**src/rtl/pmw_pkg.sv**
```systemverilog
/*
  Package for the power mode and wake-up controller: register indices,
  field positions, reset values, source numbering, vector table, modes.
  Assumes a 32-bit Avalon-MM slave, byte address = 4 x register index.
*/
`default_nettype none
package pmw_pkg;
  // ****************************************
  // Register indices and reset values
  // ****************************************
  localparam int unsigned ADDR_W = 10;
  localparam logic [7:0] IDX_PWR_CTRL = 8'h87;
  localparam logic [7:0] IDX_CLK_CTRL = 8'hd8;
  localparam logic [7:0] IDX_AUXILIARY_CONTROL_TWO = 8'hf7;
  localparam logic [7:0] IDX_IRQ_EN = 8'h40;
  localparam logic [7:0] IDX_IRQ_FLAG = 8'h41;
  localparam logic [7:0] IDX_PORT_WAKE = 8'h42;
  localparam logic [7:0] IDX_STATUS = 8'h43;
  localparam logic [7:0] PWR_CTRL_RST = 8'h00;
  localparam logic [7:0] CLK_CTRL_RST = 8'h23;
  localparam logic [7:0] AUXILIARY_CONTROL_TWO_RST = 8'h06;
  localparam logic [31:0] IRQ_EN_RST = 32'h0000_0000;
  localparam logic [31:0] PORT_WAKE_RST = 32'h0000_0000;
  // ****************************************
  // Field positions
  // ****************************************
  localparam int unsigned PWR_DOZE_BIT = 0;
  localparam int unsigned PWR_SLEEP_BIT = 1;
  localparam logic [7:0] PWR_KEEP_MASK = 8'h8c;
  localparam int unsigned CLK_SSTOP_BIT = 5;
  localparam int unsigned CLK_PGATE_BIT = 4;
  localparam int unsigned CLK_FSTOP_BIT = 3;
  localparam int unsigned CLK_SEL_BIT = 2;
  localparam int unsigned AUXILIARY_CONTROL_TWO_BGOUT_BIT = 4;
  localparam int unsigned AUXILIARY_CONTROL_TWO_WDT_LSB = 6;
  localparam int unsigned IRQ_GLOBAL_BIT = 15;
  localparam int unsigned STAT_MODE_LSB = 16;
  // ****************************************
  // Sources, vectors, timing
  // ****************************************
  localparam int unsigned NUM_SRC = 13;
  localparam int unsigned SRC_EXT0 = 0;
  localparam int unsigned SRC_EXT1 = 2;
  localparam int unsigned SRC_T3 = 6;
  localparam int unsigned SRC_PCHG = 7;
  localparam int unsigned SRC_EXT2 = 8;
  localparam logic [15:0] VEC_NONE = 16'h0000;
  localparam logic [15:0] VEC_TABLE [NUM_SRC] = '{
    16'h0003, 16'h000b, 16'h0013, 16'h001b, 16'h0023, 16'h002b, 16'h003b,
    16'h0043, 16'h004b, 16'h0053, 16'h005b, 16'h0063, 16'h0073};
  localparam logic [3:0] DIV_SETTLE_CYC = 4'hf;
  localparam logic [1:0] WDT_ALWAYS = 2'h3;

  typedef enum logic [4:0] {
    PMW_FAST = 5'h01,
    PMW_SLOW = 5'h02,
    PMW_IDLE = 5'h04,
    PMW_HALT = 5'h08,
    PMW_STOP = 5'h10
  } pmw_mode_t;

  typedef struct packed {
    logic [ADDR_W-1:0] address;
    logic read;
    logic write;
    logic [31:0] writedata;
    logic [3:0] byteenable;
  } pmw_avs_req_t;

  typedef struct packed {
    logic cpu_run;
    logic fast_osc_en;
    logic slow_osc_en;
    logic periph_clk_en;
    logic timer3_clk_en;
    logic wdt_reset_en;
  } pmw_clk_gate_t;
endpackage
`default_nettype wire

```
**src/rtl/pmw_power_ctrl.sv**
```systemverilog
/*
  Power mode and wake-up controller: Fast/Slow/Idle/Halt/Stop sequencing,
  clock gating, system clock select and prescaler, interrupt flags and
  vector identification. Assumes peripherals pulse irq_event_i on
  sys_clk_i; pins are asynchronous and synchronised here.
*/
`timescale 1ns/10ps
`default_nettype none

// Contract
// - Five modes: Fast, Slow, Idle, Halt and Stop.
// - Writing one to doze_request_bit enters Idle.
// - Idle stops the core, peripherals run, either clock source.
// - periph_clock_gate_idle stops timer0-2, UART, ADC clocks in Idle.
// - Idle ends on reset or any enabled interrupt.
// - sleep_request_bit with slow_osc_stop_in_deep clear enters Halt.
// - Halt stops all clocks except Timer3 and watchdog.
// - Halt ends on reset, pin wake or Timer3 interrupt.
// - sleep_request_bit enters Stop; slow clock stops there when set.
// - Stop stops every clock except the watchdog.
// - Stop ends only on reset or pin wake.
// - No Halt or Stop while an enabled external pin is low.
// - fast_osc_stop stops fast oscillator; changeable only in Slow.
// - sysclk_source_select 0 slow, 1 fast; changeable only if fast runs.
// - Divider codes 00..11 give 16,4,2,1; effective within 16 cycles.
// - bandgap_pin_output_enable routes reference voltage to P3.2.
// - Thirteen sources, each with its own enable bit.
// - Enabled interrupts wake Idle; pin sources wake Halt and Stop.
// - Every event sets its flag regardless of its enable.
// - Pin source vectors 0003, 0013, 0043, 004B.
// - Other vectors 000B to 0073 as tabled, shared flags merged.
// - Vectors 0033 and 006B are never assigned.
// - Watchdog reset: 0x off, 10 Fast/Slow only, 11 always.
// - Enabled external pin wakes Halt/Stop regardless of global enable.
// - Per-port-pin wake enable gates wake and pin-change flag.
module pmw_power_ctrl
  import pmw_pkg::*;
(
  // Clock and reset
  input wire logic sys_clk_i,
  input wire logic rst_b_i,
  // Avalon-MM slave
  input wire pmw_avs_req_t avs_req_i,
  output logic [31:0] avs_readdata_o,
  output logic avs_waitrequest_o,
  // Wake and event sources
  input wire logic [2:0] ext_irq_pin_i,
  input wire logic [31:0] port_pin_i,
  input wire logic [NUM_SRC-1:0] irq_event_i,
  // Clock and mode control
  output pmw_clk_gate_t clk_gate_o,
  output logic [4:0] mode_o,
  output logic sysclk_sel_fast_o,
  output logic sysclk_tick_o,
  output logic wake_pulse_o,
  output logic bandgap_to_p32_o,
  // Interrupt identification
  output logic [NUM_SRC-1:0] irq_flags_o,
  output logic irq_pending_o,
  output logic [15:0] irq_vector_o
);
  // ****************************************
  // Bus slave
  // ****************************************
  logic ack_r;
  logic [31:0] rdata_r;
  wire logic req = avs_req_i.read | avs_req_i.write;
  wire logic wr_go = avs_req_i.write & ack_r;
  wire logic [7:0] idx = avs_req_i.address[ADDR_W-1:2];
  wire logic be0 = avs_req_i.byteenable[0];
  wire logic [31:0] wd = avs_req_i.writedata;
  wire logic [31:0] be_mask = {{8{avs_req_i.byteenable[3]}},
    {8{avs_req_i.byteenable[2]}}, {8{avs_req_i.byteenable[1]}},
    {8{be0}}};
  wire logic wr_pwr = wr_go & be0 & (idx == IDX_PWR_CTRL);
  wire logic wr_clk = wr_go & be0 & (idx == IDX_CLK_CTRL);
  wire logic wr_aux = wr_go & be0 & (idx == IDX_AUXILIARY_CONTROL_TWO);
  wire logic wr_ien = wr_go & (idx == IDX_IRQ_EN);
  wire logic wr_flg = wr_go & (idx == IDX_IRQ_FLAG);
  wire logic wr_pwk = wr_go & (idx == IDX_PORT_WAKE);
  // One wait cycle, then the answer
  assign avs_waitrequest_o = req & ~ack_r;
  assign avs_readdata_o = rdata_r;

  // ****************************************
  // Pin synchronisers
  // ****************************************
  logic [34:0] pin_meta_r;
  logic [34:0] pin_sync_r;
  logic [34:0] pin_last_r;
  always_ff @(posedge sys_clk_i) begin
    pin_meta_r <= {port_pin_i, ext_irq_pin_i};
    pin_sync_r <= pin_meta_r;
    pin_last_r <= pin_sync_r;
  end

  // ****************************************
  // Registers
  // ****************************************
  pmw_mode_t mode_r;
  pmw_mode_t mode_nxt;
  logic doze_r;
  logic sleep_r;
  logic [7:0] pwr_keep_r;
  logic sstop_r;
  logic pgate_r;
  logic fstop_r;
  logic sel_r;
  logic [1:0] div_req_r;
  logic [1:0] div_eff_r;
  logic [3:0] settle_r;
  logic [3:0] pre_r;
  logic tick_r;
  logic wake_r;
  logic [7:0] aux_r;
  logic [31:0] ien_r;
  logic [31:0] pwk_r;
  logic [NUM_SRC-1:0] flag_r;
  logic [NUM_SRC-1:0] flag_nxt;
  logic [NUM_SRC-1:0] ev;
  logic [15:0] vec;

  wire logic glb_en = ien_r[IRQ_GLOBAL_BIT];
  wire logic [NUM_SRC-1:0] src_en = ien_r[NUM_SRC-1:0];
  wire logic [2:0] ext_en = {src_en[SRC_EXT2], src_en[SRC_EXT1],
    src_en[SRC_EXT0]};
  wire logic [2:0] ext_fall = pin_last_r[2:0] & ~pin_sync_r[2:0];
  wire logic port_hit =
    |((pin_last_r[34:3] ^ pin_sync_r[34:3]) & pwk_r);
  // An enabled pin held low gives no falling edge to wake on, so deep sleep is refused
  wire logic refuse_deep = |(~pin_sync_r[2:0] & ext_en);
  wire logic pin_wake = (|(ext_fall & ext_en)) | port_hit;
  wire logic [NUM_SRC-1:0] en_pend = flag_r & src_en & {NUM_SRC{glb_en}};
  wire logic in_run = (mode_r == PMW_FAST) | (mode_r == PMW_SLOW);
  wire logic sleep_go = wr_pwr & wd[PWR_SLEEP_BIT] & ~refuse_deep & in_run;
  wire logic doze_go = wr_pwr & wd[PWR_DOZE_BIT] & in_run;
  wire logic t3_wake = ev[SRC_T3] & src_en[SRC_T3];
  wire pmw_mode_t run_mode = sel_r ? PMW_FAST : PMW_SLOW;
  wire logic wake = (mode_nxt != mode_r) & ~in_run;
  wire logic fstop_new = (mode_r == PMW_SLOW) ? wd[CLK_FSTOP_BIT] : fstop_r;
  wire logic sel_ok = ~fstop_r & ~fstop_new;
  wire logic [3:0] pre_mask = (div_eff_r == 2'h0) ? 4'hf :
    (div_eff_r == 2'h1) ? 4'h3 : (div_eff_r == 2'h2) ? 4'h1 : 4'h0;
  wire logic [31:0] rd_mux =
    (idx == IDX_PWR_CTRL) ? {24'h0, (pwr_keep_r & PWR_KEEP_MASK) |
      {6'h0, sleep_r, doze_r}} :
    (idx == IDX_CLK_CTRL) ? {26'h0, sstop_r, pgate_r, fstop_r, sel_r,
      div_req_r} :
    (idx == IDX_AUXILIARY_CONTROL_TWO) ? {24'h0, aux_r} :
    (idx == IDX_IRQ_EN) ? ien_r :
    (idx == IDX_IRQ_FLAG) ? {19'h0, flag_r} :
    (idx == IDX_PORT_WAKE) ? pwk_r :
    (idx == IDX_STATUS) ? {11'h0, mode_r, vec} : 32'h0;

  // ****************************************
  // Event flags
  // ****************************************
  // Pin sources come from the synchronised pins, the rest from peripherals
  for (genvar i = 0; i < NUM_SRC; i++) begin : g_src
    if (i == SRC_EXT0) begin : g_e0
      assign ev[i] = ext_fall[0];
    end else if (i == SRC_EXT1) begin : g_e1
      assign ev[i] = ext_fall[1];
    end else if (i == SRC_EXT2) begin : g_e2
      assign ev[i] = ext_fall[2];
    end else if (i == SRC_PCHG) begin : g_pc
      assign ev[i] = port_hit;
    end else begin : g_pr
      assign ev[i] = irq_event_i[i];
    end
    // Set wins over a software clear in the same cycle
    assign flag_nxt[i] = (flag_r[i] & ~(wr_flg & wd[i] & be_mask[i]))
      | ev[i];
  end

  // Lowest vector wins; level arbitration lives in the core
  always_comb begin
    vec = VEC_NONE;
    for (int k = NUM_SRC - 1; k >= 0; k--) begin
      if (en_pend[k]) begin
        vec = VEC_TABLE[k];
      end
    end
  end

  // ****************************************
  // Mode sequencer
  // ****************************************
  always_comb begin
    case (mode_r)
      PMW_FAST, PMW_SLOW: begin
        if (sleep_go) begin
          mode_nxt = sstop_r ? PMW_STOP : PMW_HALT;
        end else if (doze_go) begin
          mode_nxt = PMW_IDLE;
        end else begin
          mode_nxt = run_mode;
        end
      end
      PMW_IDLE: begin
        mode_nxt = (|en_pend) ? run_mode : PMW_IDLE;
      end
      PMW_HALT: begin
        mode_nxt = (pin_wake | t3_wake) ? run_mode : PMW_HALT;
      end
      PMW_STOP: begin
        mode_nxt = pin_wake ? run_mode : PMW_STOP;
      end
      default: begin
        mode_nxt = run_mode;
      end
    endcase
  end

  always_ff @(posedge sys_clk_i) begin
    if (!rst_b_i) begin
      ack_r <= 1'b0;
      rdata_r <= 32'h0;
      mode_r <= PMW_SLOW;
      doze_r <= PWR_CTRL_RST[PWR_DOZE_BIT];
      sleep_r <= PWR_CTRL_RST[PWR_SLEEP_BIT];
      pwr_keep_r <= PWR_CTRL_RST;
      wake_r <= 1'b0;
      flag_r <= '0;
    end else begin
      ack_r <= req & ~ack_r;
      rdata_r <= (req & ~ack_r) ? rd_mux : rdata_r;
      mode_r <= mode_nxt;
      doze_r <= wake ? 1'b0 : (doze_r | (doze_go & ~sleep_go));
      sleep_r <= wake ? 1'b0 : (sleep_r | sleep_go);
      pwr_keep_r <= wr_pwr ? wd[7:0] : pwr_keep_r;
      wake_r <= wake;
      flag_r <= flag_nxt;
    end
  end

  // ****************************************
  // Clock control and prescaler
  // ****************************************
  always_ff @(posedge sys_clk_i) begin
    if (!rst_b_i) begin
      sstop_r <= CLK_CTRL_RST[CLK_SSTOP_BIT];
      pgate_r <= CLK_CTRL_RST[CLK_PGATE_BIT];
      fstop_r <= CLK_CTRL_RST[CLK_FSTOP_BIT];
      sel_r <= CLK_CTRL_RST[CLK_SEL_BIT];
      div_req_r <= CLK_CTRL_RST[1:0];
      div_eff_r <= CLK_CTRL_RST[1:0];
      settle_r <= 4'h0;
      pre_r <= 4'h0;
      tick_r <= 1'b0;
      aux_r <= AUXILIARY_CONTROL_TWO_RST;
      ien_r <= IRQ_EN_RST;
      pwk_r <= PORT_WAKE_RST;
    end else begin
      if (wr_clk) begin
        sstop_r <= wd[CLK_SSTOP_BIT];
        pgate_r <= wd[CLK_PGATE_BIT];
        fstop_r <= fstop_new;
        sel_r <= sel_ok ? wd[CLK_SEL_BIT] : sel_r;
        div_req_r <= wd[1:0];
      end
      // New divider lands at most 16 cycles after the write
      settle_r <= (div_req_r == div_eff_r || settle_r == DIV_SETTLE_CYC) ?
        4'h0 : settle_r + 4'h1;
      if (settle_r == DIV_SETTLE_CYC) begin
        div_eff_r <= div_req_r;
      end
      pre_r <= pre_r + 4'h1;
      tick_r <= (pre_r & pre_mask) == pre_mask;
      aux_r <= wr_aux ? wd[7:0] : aux_r;
      ien_r <= wr_ien ? ((ien_r & ~be_mask) | (wd & be_mask)) :
        ien_r;
      pwk_r <= wr_pwk ? ((pwk_r & ~be_mask) | (wd & be_mask)) : pwk_r;
    end
  end

  // ****************************************
  // Outputs
  // ****************************************
  wire logic [1:0] wdt_mode = aux_r[AUXILIARY_CONTROL_TWO_WDT_LSB +: 2];
  assign clk_gate_o.cpu_run = in_run;
  assign clk_gate_o.fast_osc_en = ~fstop_r &
    (in_run | mode_r == PMW_IDLE);
  assign clk_gate_o.slow_osc_en = (mode_r != PMW_STOP);
  assign clk_gate_o.periph_clk_en = in_run |
    ((mode_r == PMW_IDLE) & ~pgate_r);
  assign clk_gate_o.timer3_clk_en = (mode_r != PMW_STOP);
  assign clk_gate_o.wdt_reset_en = wdt_mode[1] & (in_run |
    (wdt_mode == WDT_ALWAYS));
  assign mode_o = mode_r;
  assign sysclk_sel_fast_o = sel_r;
  assign sysclk_tick_o = tick_r;
  assign wake_pulse_o = wake_r;
  assign bandgap_to_p32_o = aux_r[AUXILIARY_CONTROL_TWO_BGOUT_BIT];
  assign irq_flags_o = flag_r;
  assign irq_pending_o = |en_pend;
  assign irq_vector_o = vec;
endmodule

`default_nettype wire

```
**config.mk**
```make
export PLATFORM = sky130hd
export DESIGN_NAME = pmw_power_ctrl
export DESIGN_NICKNAME = d
export VERILOG_FILES = /design/src/rtl/pmw_pkg.sv /design/src/rtl/pmw_power_ctrl.sv
export SDC_FILE = /design/constraint.sdc
export NUM_CORES = 1
export LEC_CHECK = 0
export BUFFER_PORTS_ARGS = -buffer_cell sky130_fd_sc_hd__buf_2
export CELL_PAD_IN_SITES_DETAIL_PLACEMENT = 0
export CELL_PAD_IN_SITES_GLOBAL_PLACEMENT = 1
export CORE_ASPECT_RATIO = 1.2
export CORE_MARGIN = 2
export CORE_UTILIZATION = 43
export DETAILED_ROUTE_END_ITERATION = 6
export PLACE_DENSITY_LB_ADDON = 0.1
export RECOVER_POWER = 100
export REMOVE_ABC_BUFFERS = 1
export SYNTH_ARGS = -nofsm -noshare
export SYNTH_HDL_FRONTEND = slang
export SYNTH_SLANG_ARGS = --single-unit
```
**constraint.sdc**
```tcl
create_clock -name sys_clk_i -period 4.85 [get_ports sys_clk_i]
set_input_delay 0.7275 -clock sys_clk_i [delete_from_list [all_inputs] [get_ports sys_clk_i]]
set_output_delay 0.7275 -clock sys_clk_i [all_outputs]
set_load 0.05 [all_outputs]
```
==> qor.txt <==
Status - complete, but fails checks
Failing checks - capacitance limit, slew limit
Worst slew margin - -40.83%
GRT Util Overall - 21.72%
CTS tree - done
Fmax - 0.2817 GHz
Synth async-reset ratio - 0%
RSZ-0062 raised after global routing - no
Worst R2R Start - pin_sync_r[7]
Logic pwr share - 5.4%
Slew @ Worst Pin - 2.112 ns
CTS-repair resized insts - 0
Post CTS Setup Buffer Count - 0
Pint - 3.275 mW
DRT antenna net count - 0
Unique masters post-synth - 62
Synth warn - 0
Post-CTS Hold Fix Bufs - 0
Buffers added on ports - 159
Final Max Tran Viols - 50
Fin worst setup slack - 1.300 ns
GPL Wtd Cong - 0.8358
CTS Root Cell - clkbuf_16
Startpoint types - primary input
WHS Endpoint - pin_meta_r[10]
Average cell area after synthesis - 9.801 um^2
Fin area - 10,940 um^2
Largest net degree at the start of global routing - 63
Ant diodes - 0
Placed cell count - 1,349
Syn Inst Count - 954
CTS Buf Count - 25
Top FF cell, synth - dfxtp_1
# rows - 59
Drt first-iter violations - 416
Die X - 138.6 um
Pre-CTS setup slack - 1.684 ns
Vias post-DR - 7,351
FILL cells - 2,091
Initial Util - 43.53%
Grt ovf - 0
Vias in the first global route - 7,062
R2R setup slack - 1.59 ns
# DRC - 0
Register-to-Register Path Depth - 7
Final #Nets - 1,202
Flop pwr share - 51.0%
H-tree depth - 1
Min-Delay Path Class - primary input to flip-flop
Final hold vios - 0
Min-delay src - port_pin_i[7]
Switching share of power - 22.43%
Synth top area cells - dfxtp_1, mux2i_1, nand2_1
Post-synth EDFFs - 0
CP Cell Sequence - clkbuf_1 -> nor4b_1 -> nand2_1 -> nor3_1 -> nand4_1 -> mux2i_1 -> nor2b_1
Worst setup EP type - flip-flop
Post-synth top area cell - dfxtp_1
Min Clock Period, post-route - 3.550 ns
Cell Area, Synth - 9350 um^2
Worst Path Arrival - 3.94 ns
Critical Path RT - 5.24 ns
Pre-antenna DRT Iters - 6
Yosys reg bits - 251
Vias/cell - 5.288
I/O Pins - 176
Sw Pwr - 0.9467 mW
Seq/Total Area, Yosys - 53.74%
Layout cells sized above 1 - 12.54%
Clk slew on worst S/H paths - 0.06 ns
Die Y-Extent - 165.5 um
Clock tree buffer depth - 3
Area after DPL - 10,320 um^2
Fin Setup TNS - 0 ns
Max-Cap Viols - 2
Area of the multi-input gates - 3968 um^2
Post-DP HPWL - 18,430 um
Initial antenna violation count - 1
Worst path slowest cell - nor3_1
Sequential cell area - 5025 um^2
Clk_skew - 0.01366 ns
Core area - 21,480 um^2
Commonest non-fill, non-tap cell in the layout - dfxtp_1
Routed WL - 25,490 um
Final Non-Filler Cells - 1,390
Routed WL per cell - 18.34 um
Critical path's largest stage delay - 1.14 ns
Clock latency on the worst-skew pair - 0.51 ns
Leak Pwr - 4.557 nW
Max VDD drop - 0.0003558 V
Syn-to-layout area delta - 16.97%
Worst Path Max Fanout - 11
Die ar. - 22,940 um^2
Cell Pwr Density - 386.0 nW/um^2
Total power - 4.222 mW
Critical path type - primary input to flip-flop
Hold depth - 1
Reg2Reg Capture Point - doze_r
Final setup viols - 0
CTS Sinks - 251
Clock network fraction of design power - 43.5%
Fin crit share - 73.19%
Most frequent cells in the layout - dfxtp_1, nor2_1, nand2_1
First-pass GRT wire length - 39,250 um
Synth top area share - 53.74%
-- Yosys cell counts, types with 16 or more instances --
master,instances
a21oi_1,50
a21boi_0,19
o21ai_0,24
nand3_1,46
mux2i_1,61
a22oi_1,44
nor2b_1,47
dfxtp_1,251
clkbuf_1,28
nor2_1,93
buf_4,16
nand2_1,93
xor2_1,38
-- critical path: cells and delay by family --
family	cells	cell delay, ns
multiplexers	1	0.37
AND/OR/NAND/NOR	5	2.71
buffers and inverters	1	0.11
-- power groups by stage --
stage | sequential (mW) | combinational (mW) | clock (mW)
detailed placement | 2.20 | 0.234 | 0
global placement | 2.20 | 0.234 | 0
floorplan | 2.22 | 0.0906 | 0
finish | 2.15 | 0.229 | 1.84
global route | 2.16 | 0.249 | 1.97
CTS | 2.15 | 0.235 | 1.89
-- stage by stage --
| step | hold WS [ns] | util (%) |
|---|---|---|
| floorplan | 0.3096 | - |
| global placement | 0.3100 | 48.06 |
| detailed placement | 0.3121 | 48.06 |
| CTS | 0.2948 | 51.69 |
| global route | 0.2888 | 50.91 |
| finish | 0.3096 | 50.91 |
-- how the worst max path moves through the flow --
stage          cells past startpoint     startpoint                  to  slack (ns)
3_5_place_dp                      10  avs_req_i[40]  avs_readdata_o[18]        1.68
6_report                           7  avs_req_i[43]           flip-flop        1.30
5_1_grt                            7  avs_req_i[43]           flip-flop        0.96
3_3_place_gp                      10  avs_req_i[40]  avs_readdata_o[17]        1.70
2_1_floorplan                      6  avs_req_i[43]           flip-flop        1.58
4_1_cts                            4          ack_r   avs_waitrequest_o        1.85
-- layer usage --
layer / GRT usage [%] / share of wire (%) / up-vias
met2: 37.69 / 47 / 208
met4: 5.877 / 2.4 / 2
met5: 0 / 0.051 / -
li1: - / - / 3593
met3: 4.585 / 6.2 / 48
met1: 27.69 / 45 / 3500
-- logic make-up (layout without fill, tap and decap cells) --
logic type | Yosys count | count (layout) | synth area share [%]
buf+inv | 69 | 222 | 3.546
fa+ha+maj | 2 | 2 | 0.2676
other cells | 1 | 10 | 0.04011
compound gates | 191 | 191 | 13.88
flops | 251 | 251 | 53.74
xor+xnor | 40 | 40 | 3.747
mux | 62 | 62 | 6.771
simple gates | 338 | 338 | 18.01
-- cell type report --
| type | instances | share of cell area (%) |
|---|---|---|
| Multi-Input combinational cell | 643 | 36.28 |
| Sequential cell | 251 | 45.94 |
| Clock buffer | 36 | 6.647 |
| Timing Repair Buffer | 171 | 7.173 |
| Tap cell | 274 | 3.135 |
| Inverter | 10 | 0.3432 |
| Clock inverter | 5 | 0.4805 |
(Power assumes the default switching activity.)
